**src/timer_defines.vh**
```
// register indexes, field positions and reset values of the dual timer
`ifndef TIMER_DEFINES_VH
`define TIMER_DEFINES_VH

// word indexes; byte address is four times the index
`define IDX_IRQ_STATUS 8'h54
`define IDX_IRQ_MASK 8'h55
`define IDX_T0_CONTROL 8'h58
`define IDX_T0_START 8'h59
`define IDX_T0_END 8'h5a
`define IDX_T0_CURRENT 8'h5b
`define IDX_T1_CONTROL 8'h5c
`define IDX_T1_START 8'h5d
`define IDX_T1_END 8'h5e
`define IDX_T1_CURRENT 8'h5f

// word index field of the byte address
`define IDX_MSB 9
`define IDX_LSB 2

// control register fields
`define CTL_ENABLE 0
`define CTL_RELOAD 1
`define CTL_STOP_DIS 2
`define CTL_DIR_UP 3
`define CTL_CLK_SEL 4
`define CTL_PRE_LSB 5
`define CTL_PRE_MSB 8
`define CTL_WIDTH 9

`define RST_VALUE16 16'h0000
`define RST_CONTROL 9'h000
`define RST_IRQ 2'h0
`define ONE16 16'h0001
`define ALL_ONES16 16'hffff
`define PRE_TOP 4'hf

`endif

```
**src/sixteen_bit_updown_timer.v**
```verilog
// dual 16-bit up/down timer with classic wishbone register access
//
// Implementation choice: the Wishbone interface to the registers.
`timescale 1ns/1ps
`include "timer_defines.vh"

module timer_channel #(
  parameter WIDTH = 16,
  parameter PRE_BITS = 4
)
(
  input wire clk,
  input wire srst,
  input wire enable,
  input wire reload,
  input wire stop_dis,
  input wire dir_up,
  input wire clk_sel,
  input wire [PRE_BITS-1:0] prescale,
  input wire ext_tick,
  input wire [WIDTH-1:0] start_value,
  input wire [WIDTH-1:0] end_value,
  output reg [WIDTH-1:0] count,
  output reg match_event
);

  reg [WIDTH-1:0] pre_cnt;
  reg enable_d;
  reg load_armed;
  wire [WIDTH-1:0] pre_mask;
  wire pre_tick;
  wire tick;
  wire at_end;
  wire start_edge;
  wire load_due;
  wire step;
  wire hold_at_end;
  wire reload_at_end;
  reg [WIDTH-1:0] next_count;

  // divide by 2^(prescale+1)
  assign pre_mask = `ALL_ONES16 >> (`PRE_TOP - prescale);
  assign pre_tick = (pre_cnt & pre_mask) == pre_mask;
  assign tick = clk_sel ? ext_tick : pre_tick;
  assign at_end = count == end_value;
  // a tick in the very cycle of the start edge loads at once
  assign start_edge = enable && !enable_d;
  assign load_due = load_armed || start_edge;
  assign step = enable && tick;
  assign hold_at_end = at_end && !stop_dis;
  assign reload_at_end = at_end && stop_dis && reload;

  always @(posedge clk)
  begin
    if (srst)
      pre_cnt <= `RST_VALUE16;
    else
      pre_cnt <= pre_cnt + `ONE16;
  end

  always @*
  begin
    next_count = count;
    if (step)
    begin
      if (load_due)
        next_count = start_value;
      else if (hold_at_end)
        next_count = count;
      else if (reload_at_end)
        next_count = start_value;
      else if (dir_up)
        next_count = count + `ONE16;
      else
        next_count = count - `ONE16;
    end
  end

  always @(posedge clk)
  begin
    if (srst)
      count <= `RST_VALUE16;
    else
      count <= next_count;
  end

  // the arm outlives the start edge until a tick or a disable
  always @(posedge clk)
  begin
    if (srst)
    begin
      enable_d <= 1'b0;
      load_armed <= 1'b0;
    end
    else
    begin
      enable_d <= enable;
      if (!enable || tick)
        load_armed <= 1'b0;
      else if (start_edge)
        load_armed <= 1'b1;
    end
  end

  // no match event on the start-edge tick that loads the start value; a reload at the end value does raise one
  always @(posedge clk)
  begin
    if (srst)
      match_event <= 1'b0;
    else
      match_event <= step && !load_due && at_end;
  end

endmodule

module sixteen_bit_updown_timer #(
  parameter ADR_WIDTH = 10
)
(
  input wire clk,
  input wire srst,
  input wire wb_cyc_i,
  input wire wb_stb_i,
  input wire wb_we_i,
  input wire [ADR_WIDTH-1:0] wb_adr_i,
  input wire [3:0] wb_sel_i,
  input wire [31:0] wb_dat_i,
  output reg [31:0] wb_dat_o,
  output reg wb_ack_o,
  input wire instruction_cycle_signal,
  output wire irq
);

  reg [`CTL_WIDTH-1:0] control0;
  reg [`CTL_WIDTH-1:0] control1;
  reg [15:0] start0;
  reg [15:0] start1;
  reg [15:0] end0;
  reg [15:0] end1;
  reg [1:0] irq_status;
  reg [1:0] irq_mask;
  reg cyc_sync1;
  reg cyc_sync2;
  reg cyc_prev;
  wire ext_tick;
  wire [15:0] count0;
  wire [15:0] count1;
  wire match0;
  wire match1;
  wire [7:0] idx;
  wire access;
  wire wr;
  wire [15:0] control0_merged;
  wire [15:0] control1_merged;
  wire wr_control0;
  wire wr_control1;
  wire wr_start0;
  wire wr_start1;
  wire wr_end0;
  wire wr_end1;
  wire wr_mask;
  wire wr_status;
  wire [1:0] match_bits;
  reg [31:0] rd_mux;

  // instruction cycle drives both external clocks, synchronised first
  always @(posedge clk)
  begin
    if (srst)
    begin
      cyc_sync1 <= 1'b0;
      cyc_sync2 <= 1'b0;
      cyc_prev <= 1'b0;
    end
    else
    begin
      cyc_sync1 <= instruction_cycle_signal;
      cyc_sync2 <= cyc_sync1;
      cyc_prev <= cyc_sync2;
    end
  end

  assign ext_tick = cyc_sync2 && !cyc_prev;

  timer_channel #(
    .WIDTH(16),
    .PRE_BITS(4)
  ) u_timer0 (
    .clk(clk),
    .srst(srst),
    .enable(control0[`CTL_ENABLE]),
    .reload(control0[`CTL_RELOAD]),
    .stop_dis(control0[`CTL_STOP_DIS]),
    .dir_up(control0[`CTL_DIR_UP]),
    .clk_sel(control0[`CTL_CLK_SEL]),
    .prescale(control0[`CTL_PRE_MSB:`CTL_PRE_LSB]),
    .ext_tick(ext_tick),
    .start_value(start0),
    .end_value(end0),
    .count(count0),
    .match_event(match0)
  );

  timer_channel #(
    .WIDTH(16),
    .PRE_BITS(4)
  ) u_timer1 (
    .clk(clk),
    .srst(srst),
    .enable(control1[`CTL_ENABLE]),
    .reload(control1[`CTL_RELOAD]),
    .stop_dis(control1[`CTL_STOP_DIS]),
    .dir_up(control1[`CTL_DIR_UP]),
    .clk_sel(control1[`CTL_CLK_SEL]),
    .prescale(control1[`CTL_PRE_MSB:`CTL_PRE_LSB]),
    .ext_tick(ext_tick),
    .start_value(start1),
    .end_value(end1),
    .count(count1),
    .match_event(match1)
  );

  assign idx = wb_adr_i[`IDX_MSB:`IDX_LSB];
  assign access = wb_cyc_i && wb_stb_i;
  // write lands on the edge where the master sees ack
  assign wr = access && wb_we_i && wb_ack_o;

  function [15:0] lane_merge;
    input [15:0] old;
    input [31:0] din;
    input [3:0] sel;
    begin
      lane_merge[7:0] = sel[0] ? din[7:0] : old[7:0];
      lane_merge[15:8] = sel[1] ? din[15:8] : old[15:8];
    end
  endfunction

  assign control0_merged = lane_merge({7'h00, control0}, wb_dat_i, wb_sel_i);
  assign control1_merged = lane_merge({7'h00, control1}, wb_dat_i, wb_sel_i);

  // one write strobe per register; read-only and unmapped words drop the write
  assign wr_control0 = wr && idx == `IDX_T0_CONTROL;
  assign wr_control1 = wr && idx == `IDX_T1_CONTROL;
  assign wr_start0 = wr && idx == `IDX_T0_START;
  assign wr_start1 = wr && idx == `IDX_T1_START;
  assign wr_end0 = wr && idx == `IDX_T0_END;
  assign wr_end1 = wr && idx == `IDX_T1_END;
  assign wr_mask = wr && idx == `IDX_IRQ_MASK && wb_sel_i[0];
  assign wr_status = wr && idx == `IDX_IRQ_STATUS && wb_sel_i[0];
  assign match_bits = {match1, match0};

  always @(posedge clk)
  begin
    if (srst)
      control0 <= `RST_CONTROL;
    else if (wr_control0)
      control0 <= control0_merged[`CTL_WIDTH-1:0];
  end

  always @(posedge clk)
  begin
    if (srst)
      control1 <= `RST_CONTROL;
    else if (wr_control1)
      control1 <= control1_merged[`CTL_WIDTH-1:0];
  end

  always @(posedge clk)
  begin
    if (srst)
      start0 <= `RST_VALUE16;
    else if (wr_start0)
      start0 <= lane_merge(start0, wb_dat_i, wb_sel_i);
  end

  always @(posedge clk)
  begin
    if (srst)
      start1 <= `RST_VALUE16;
    else if (wr_start1)
      start1 <= lane_merge(start1, wb_dat_i, wb_sel_i);
  end

  always @(posedge clk)
  begin
    if (srst)
      end0 <= `RST_VALUE16;
    else if (wr_end0)
      end0 <= lane_merge(end0, wb_dat_i, wb_sel_i);
  end

  always @(posedge clk)
  begin
    if (srst)
      end1 <= `RST_VALUE16;
    else if (wr_end1)
      end1 <= lane_merge(end1, wb_dat_i, wb_sel_i);
  end

  always @(posedge clk)
  begin
    if (srst)
      irq_mask <= `RST_IRQ;
    else if (wr_mask)
      irq_mask <= wb_dat_i[1:0];
  end

  // sticky match flags; a new match wins over a write-one clear
  always @(posedge clk)
  begin
    if (srst)
      irq_status <= `RST_IRQ;
    else if (wr_status)
      irq_status <= (irq_status & ~wb_dat_i[1:0]) | match_bits;
    else
      irq_status <= irq_status | match_bits;
  end

  assign irq = |(irq_status & irq_mask);

  always @*
  begin
    case (idx)
      `IDX_T0_CONTROL:
        rd_mux = {23'h000000, control0};
      `IDX_T1_CONTROL:
        rd_mux = {23'h000000, control1};
      `IDX_T0_START:
        rd_mux = {16'h0000, start0};
      `IDX_T1_START:
        rd_mux = {16'h0000, start1};
      `IDX_T0_END:
        rd_mux = {16'h0000, end0};
      `IDX_T1_END:
        rd_mux = {16'h0000, end1};
      `IDX_T0_CURRENT:
        rd_mux = {16'h0000, count0};
      `IDX_T1_CURRENT:
        rd_mux = {16'h0000, count1};
      `IDX_IRQ_STATUS:
        rd_mux = {30'h00000000, irq_status};
      `IDX_IRQ_MASK:
        rd_mux = {30'h00000000, irq_mask};
      default:
        rd_mux = 32'h00000000;
    endcase
  end

  // one-cycle ack for every address; unmapped reads return zero
  always @(posedge clk)
  begin
    if (srst)
    begin
      wb_ack_o <= 1'b0;
      wb_dat_o <= 32'h00000000;
    end
    else
    begin
      wb_ack_o <= access && !wb_ack_o;
      wb_dat_o <= rd_mux;
    end
  end

endmodule

```
**config.mk**
```make
export PLATFORM = sky130hd
export DESIGN_NAME = sixteen_bit_updown_timer
export DESIGN_NICKNAME = d
export VERILOG_FILES = /design/src/sixteen_bit_updown_timer.v
export VERILOG_INCLUDE_DIRS = /design/src
export SDC_FILE = /design/constraint.sdc
export NUM_CORES = 1
export LEC_CHECK = 0
export BUFFER_PORTS_ARGS = -buffer_cell sky130_fd_sc_hd__buf_2
export CAP_MARGIN = 10
export CORE_UTILIZATION = 30
export CTS_CLUSTER_SIZE = 24
export DETAILED_ROUTE_END_ITERATION = 6
export GPL_ROUTABILITY_DRIVEN = 1
export PLACE_DENSITY = 0.42
export SETUP_SLACK_MARGIN = 0.02
export SLEW_MARGIN = 30
export SYNTH_ARGS = -nofsm -noshare
export SYNTH_HDL_FRONTEND = slang
export SYNTH_HIERARCHICAL = 1
export SYNTH_SLANG_ARGS = --single-unit
```
**constraint.sdc**
```tcl
create_clock -name clk -period 3.05 [get_ports clk]
set_input_delay 0.61 -clock clk [delete_from_list [all_inputs] [get_ports clk]]
set_output_delay 0.61 -clock clk [all_outputs]
set_load 0.05 [all_outputs]
```
# Word level (Yosys, flattened, before mapping)
# Cells that the tools add are included.
# totals
output_inout_bits	34
register_bits	192
# op_classes
reduce_logical	60
muxes	12
eq_ne	16
n_bitwise	7
addsub	8
shifts	2
# ops
cell	count
$pmux 16 s10	1
$mux 16	8
$eq 8x7->1 const B	10
$add 16x1->16 const B	4
$eq 16x16->1	4
$and 16x16->16	2
$shr 16x4->16 const A	2
$sub 16x1->16 const B	2
$logic_and 1x1->1	29
$reduce_and 2->1	14
$logic_not 1->1	10
$sub 4x4->4 const A	2
$reduce_or 2->1	3
$and 2x2->2	2
$logic_or 1x1->1	4
$ne 2x1->1 const B	2
$or 2x2->2	2
$mux 1	2
$mux 2	1
$not 2->2	1

# Depth between registers and ports, before layout
# logic_depth
ltp_word	8
depth_mapped	10
depth_no_buf	9

# Cells and area by module
# Netlist, hierarchy kept.
# by_module_without_submodules
mod	area_per_inst_um2	n_inst	cells_per_inst	seq_area_each_um2
timer_channel	2673.8	2	324	700.7
sixteen_bit_updown_timer	5286.3	1	601	2122.0

# Worst setup path after synthesis
# Ideal clock, no wire load.
# synth_path
path_type	reg2reg
from	reg control0[3]
to	reg u_timer0.count[10]
required_time_ns	2.971
path_slack_ns	0.427
n_path_buf	0
setup_ns	0.079
arrival_ns	2.544
path_stages_with_launch	10
cell_sequence	dfxtp_1 > inv_1 > ha_1 > nor2b_4 > o31a_1 > o31a_1 > or4_1 > a31oi_1 > a21oi_1 > a211oi_2
# synth_via
elab_chain_len	4
# synth_lines
item	line	text
start, declared	sixteen_bit_updown_timer.v:134	reg [`CTL_WIDTH-1:0] control0;
start signal, assigned	sixteen_bit_updown_timer.v:255	control0 <= `RST_CONTROL;
start signal, assigned	sixteen_bit_updown_timer.v:257	control0 <= control0_merged[`CTL_WIDTH-1:0];
$mux 16	sixteen_bit_updown_timer.v:72	else if (dir_up)
$mux 16	sixteen_bit_updown_timer.v:70	else if (reload_at_end)
$mux 16	sixteen_bit_updown_timer.v:68	else if (hold_at_end)
$mux 16	sixteen_bit_updown_timer.v:66	if (load_due)
end signal, assigned	sixteen_bit_updown_timer.v:82	count <= `RST_VALUE16;
end signal, assigned	sixteen_bit_updown_timer.v:84	count <= next_count;
end, declared	sixteen_bit_updown_timer.v:23	output reg [WIDTH-1:0] count,
# No other way between the ends. The select of a mux whose other input is x is not followed.
# A chain may end at the register's enable or synchronous reset.

# Worst setup path after layout
# layout_path
from	reg control1[3]
to	reg u_timer1.count[15]
# layout_via
elab_chain_len	4
# layout_lines
item	line	text
start, declared	sixteen_bit_updown_timer.v:135	reg [`CTL_WIDTH-1:0] control1;
start signal, assigned	sixteen_bit_updown_timer.v:263	control1 <= `RST_CONTROL;
start signal, assigned	sixteen_bit_updown_timer.v:265	control1 <= control1_merged[`CTL_WIDTH-1:0];
$mux 16	sixteen_bit_updown_timer.v:72	
$mux 16	sixteen_bit_updown_timer.v:70	
$mux 16	sixteen_bit_updown_timer.v:68	
$mux 16	sixteen_bit_updown_timer.v:66	
end signal, assigned	sixteen_bit_updown_timer.v:82	
end signal, assigned	sixteen_bit_updown_timer.v:84	
end, declared	sixteen_bit_updown_timer.v:23	
# No other way between the ends. The select of a mux whose other input is x is not followed.

==> reports/metrics.cfg <==
[run_status]
status = finished clean

[die]
io_pins = 86
die_height_um = 190
die_area_um2 = 36200
rows = 68
dieWidth_um = 190
initial_core_util_pct = 30.6
core-area_um2 = 34700

[yosys]
synth_area_um2 = 10600
synth_cell_types = 82
syn_inst = 1249
ys.flop_type = dfxtp_1
async_reset_ff_share_pct = 0
yosys_warnings = 6
synthTopCellsByArea = dfxtp_1 33%, a21oi_1 6.9%, o21ai_0 4.7%
yosysTopAreaCell = dfxtp_1
yosysSeqAreaShare_pct = 33.1
netlist.area_leader.share_pct = 33.1
synth-seq-cells = 176
synth-edff-count = 0
syn_avg_cell_area_um2 = 8.51

[detailed_routing]
detail_route.vias_per_cell = 5.42
dr.pass1.iters = 5
drtIter0Drc = 569
antenna_left = 0
drc = 0
top_layer_used = met4
dr_wl_met3_mm = 1.33
vias = 9496
wire_per_inst_um = 20.8
wl_met2_mm = 16.8
wl_met1_mm = 17.5
finalWirelength_mm = 36.4

[timing]
rsz0062_at_grt = no
hold_viol = 0
slew_headroom_pct = 39.3
fin_worst_skew_ns = 0.0129
hold_ws_ns = 0.366
maxSlewViolCount = 0
finalSetupViolations = 0
worstMarginPinSlew_ns = 0.911
fin_crit_sh_pct = 91.5
fin_crit_ns = 2.79
max_freq_mhz = 358
tns_ns = 0

[clock_network]
numCtsBuffers = 17
clock-sinks = 176
cts.clk_slew.worst_paths_ns = 0.08
clock_latency_ns = 0.45
cts_setup_buffers = 0
cts_max_level = 4
root_buffer = clkbuf_16
clockBufferDepth = 2
tritoncts = built

[power]
power_w = 0.00488
p_leak_nw = 4.38
power.density_nw_per_um2 = 411
vdd_ir_drop_max_uv = 372

[critical_path]
crit_chain = inv_1 -> buf_4 -> ha_1 -> nand3_1 -> o2111ai_1 -> a2111oi_1 -> o31ai_1 -> xnor2_1 -> nand2_1 -> a311oi_1
slowest_delay_ns = 0.67
critPathMaxFanout = 12
endpoint_kind = flop
cpMaxStageDelayCell = a2111oi_1
critical_path_class = reg2reg
cp.arrival_ns = 3.13
start_kind = flop
cp.required_ns = 3.39

[global_routing]
grt_pass1_wl_mm = 55.8
grt_pass1_vias = 8979
grt.total_usage_pct = 20.3
antenna_found_initial = 0
grt_max_degree = 157
grt-ovfl-total = 0

[placement]
place_congestion = 0.843
dpl_cell_area_um2 = 11300
io_buffers = 49
place_hpwl_mm = 26.7

[cells_and_area]
antenna_cells = 0
finalNetCount = 1368
stdcell_area_um2 = 11900
area_growth_pct = 11.8
layout-drive-gt1-share_pct = 14.4

[run]
cap_violations = 0

[hold_path]
hold_path.class = in2reg

==> timing repair <==
item,CTS,global route
setup endpoints to repair,0,1
hold buffers,0,0
resized for setup,0,1
==> final timing paths <==
kind,start,slack [ns],cells past startpoint,to
max reg2reg,control1[3],0.26,10,u_timer1/count[15]
max,control1[3],0.26,10,u_timer1/count[15]
min,instruction_cycle_signal,0.37,2,cyc_sync1
min reg2reg,cyc_sync1,0.45,1,cyc_sync2
==> layout make-up <==
class | count | area [µm²]
tap | 455 | 569
timing repair buffer | 97 | 621
clock inverter | 15 | 174
sequential | 176 | 3520
clock buffer | 17 | 425
fill | 3649 | 22800
multi-input combinational | 967 | 6480
inverter | 25 | 93.8
==> placed cells by master, fill, tap and decap left out, types with 11 or more instances in the layout <==
| cell | n |
|---|---|
| xnor2_1 | 44 |
| a22oi_1 | 12 |
| buf_2 | 48 |
| nor3b_1 | 12 |
| conb_1 | 16 |
| a21oi_1 | 147 |
| clkbuf_16 | 17 |
| nor2_1 | 73 |
| a31oi_1 | 14 |
| nand4_1 | 21 |
| mux2i_1 | 35 |
| nand3_1 | 94 |
| xor2_1 | 26 |
| and3_1 | 11 |
| nor2b_1 | 20 |
| buf_4 | 48 |
| o21ai_0 | 99 |
| nand2_1 | 57 |
| ha_1 | 30 |
| inv_1 | 24 |
| a211oi_2 | 14 |
| nor3_1 | 24 |
| dfxtp_1 | 176 |
| mux2_2 | 13 |
==> cells in the mapped netlist, drive strengths merged (3+ instances only) <==
library cell and number:
nand2 58, nor2 78, xor2 26, nor3b 12, and2 9, a22o 8
a21o 8, inv 25, mux2i 35, a32oi 7, and4 5, o2bb2ai 4
nand3b 5, mux4 5, dfxtp 176, or2 5, a31oi 14, nand4 24
a211oi 18, nor2b 22, nor4b 6, a22oi 12, a21oi 147, buf 60
a2111oi 4, o211a 5, or3 9, o211ai 6, o2111ai 8, nand2b 8
nor3 26, o31ai 4, and3 11, nand3 94, mux2 13, clkbuf 36
o21ai 107, o21a 12, a221oi 4, o31a 8, nor4 9, a311oi 10
o32a 3, xnor2 44, ha 30
==> metrics by stage <==
step	setup slack (ns)	utilization, %	std cells
after detailed placement	0.293	32.5	1720
after CTS	0.259	34.2	1752
after global routing	0.0292	34.2	1752
final	0.260	34.2	1752
after global placement	0.257	32.5	1720
after floorplan	0.427	-	1264
==> cell families after synthesis <==
family	count (synthesis)	share of synthesized area, %
mux	53	5.73
simple gates	390	20.5
xor+xnor	70	5.77
other cells	1	0.0353
fa+ha+maj	32	3.91
compound gates	406	24.4
buf+inv	121	6.52
flops	176	33.1
==> worst max-delay path, delay by kind of cell, from the launching register on <==
kind	cells	cell delay (ns)
compound gates	4	1.33
fa+ha+maj	1	0.37
flops	1	0.33
buf+inv	2	0.28
simple gates	2	0.20
xor+xnor	1	0.19
==> state kept, by name, indices dropped and copies added (netlist names), 9 cells and up <==
name              flops
end1                 16
end0                 16
u_timer0/count       16
u_timer0/pre_cnt     16
start1               16
u_timer1/count       16
control0              9
wb_dat_o             16
u_timer1/pre_cnt     16
control1              9
start0               16
==> layer usage <==
metal | global-route usage (%) | vias up
li1 | - | 4669
met1 | 27.8 | 4600
met2 | 32.8 | 191
met3 | 3.00 | 36
met4 | 5.94 | 0
met5 | 0 | -
==> where the power goes <==
group	internal, W	switching (W)	leakage (nW)
Combinational	0.0000677	0.000238	2.67
Clock	0.00117	0.00109	0.295
Sequential	0.00230	0.0000102	1.42
No activity file was read; power rests on OpenSTA's default activity.
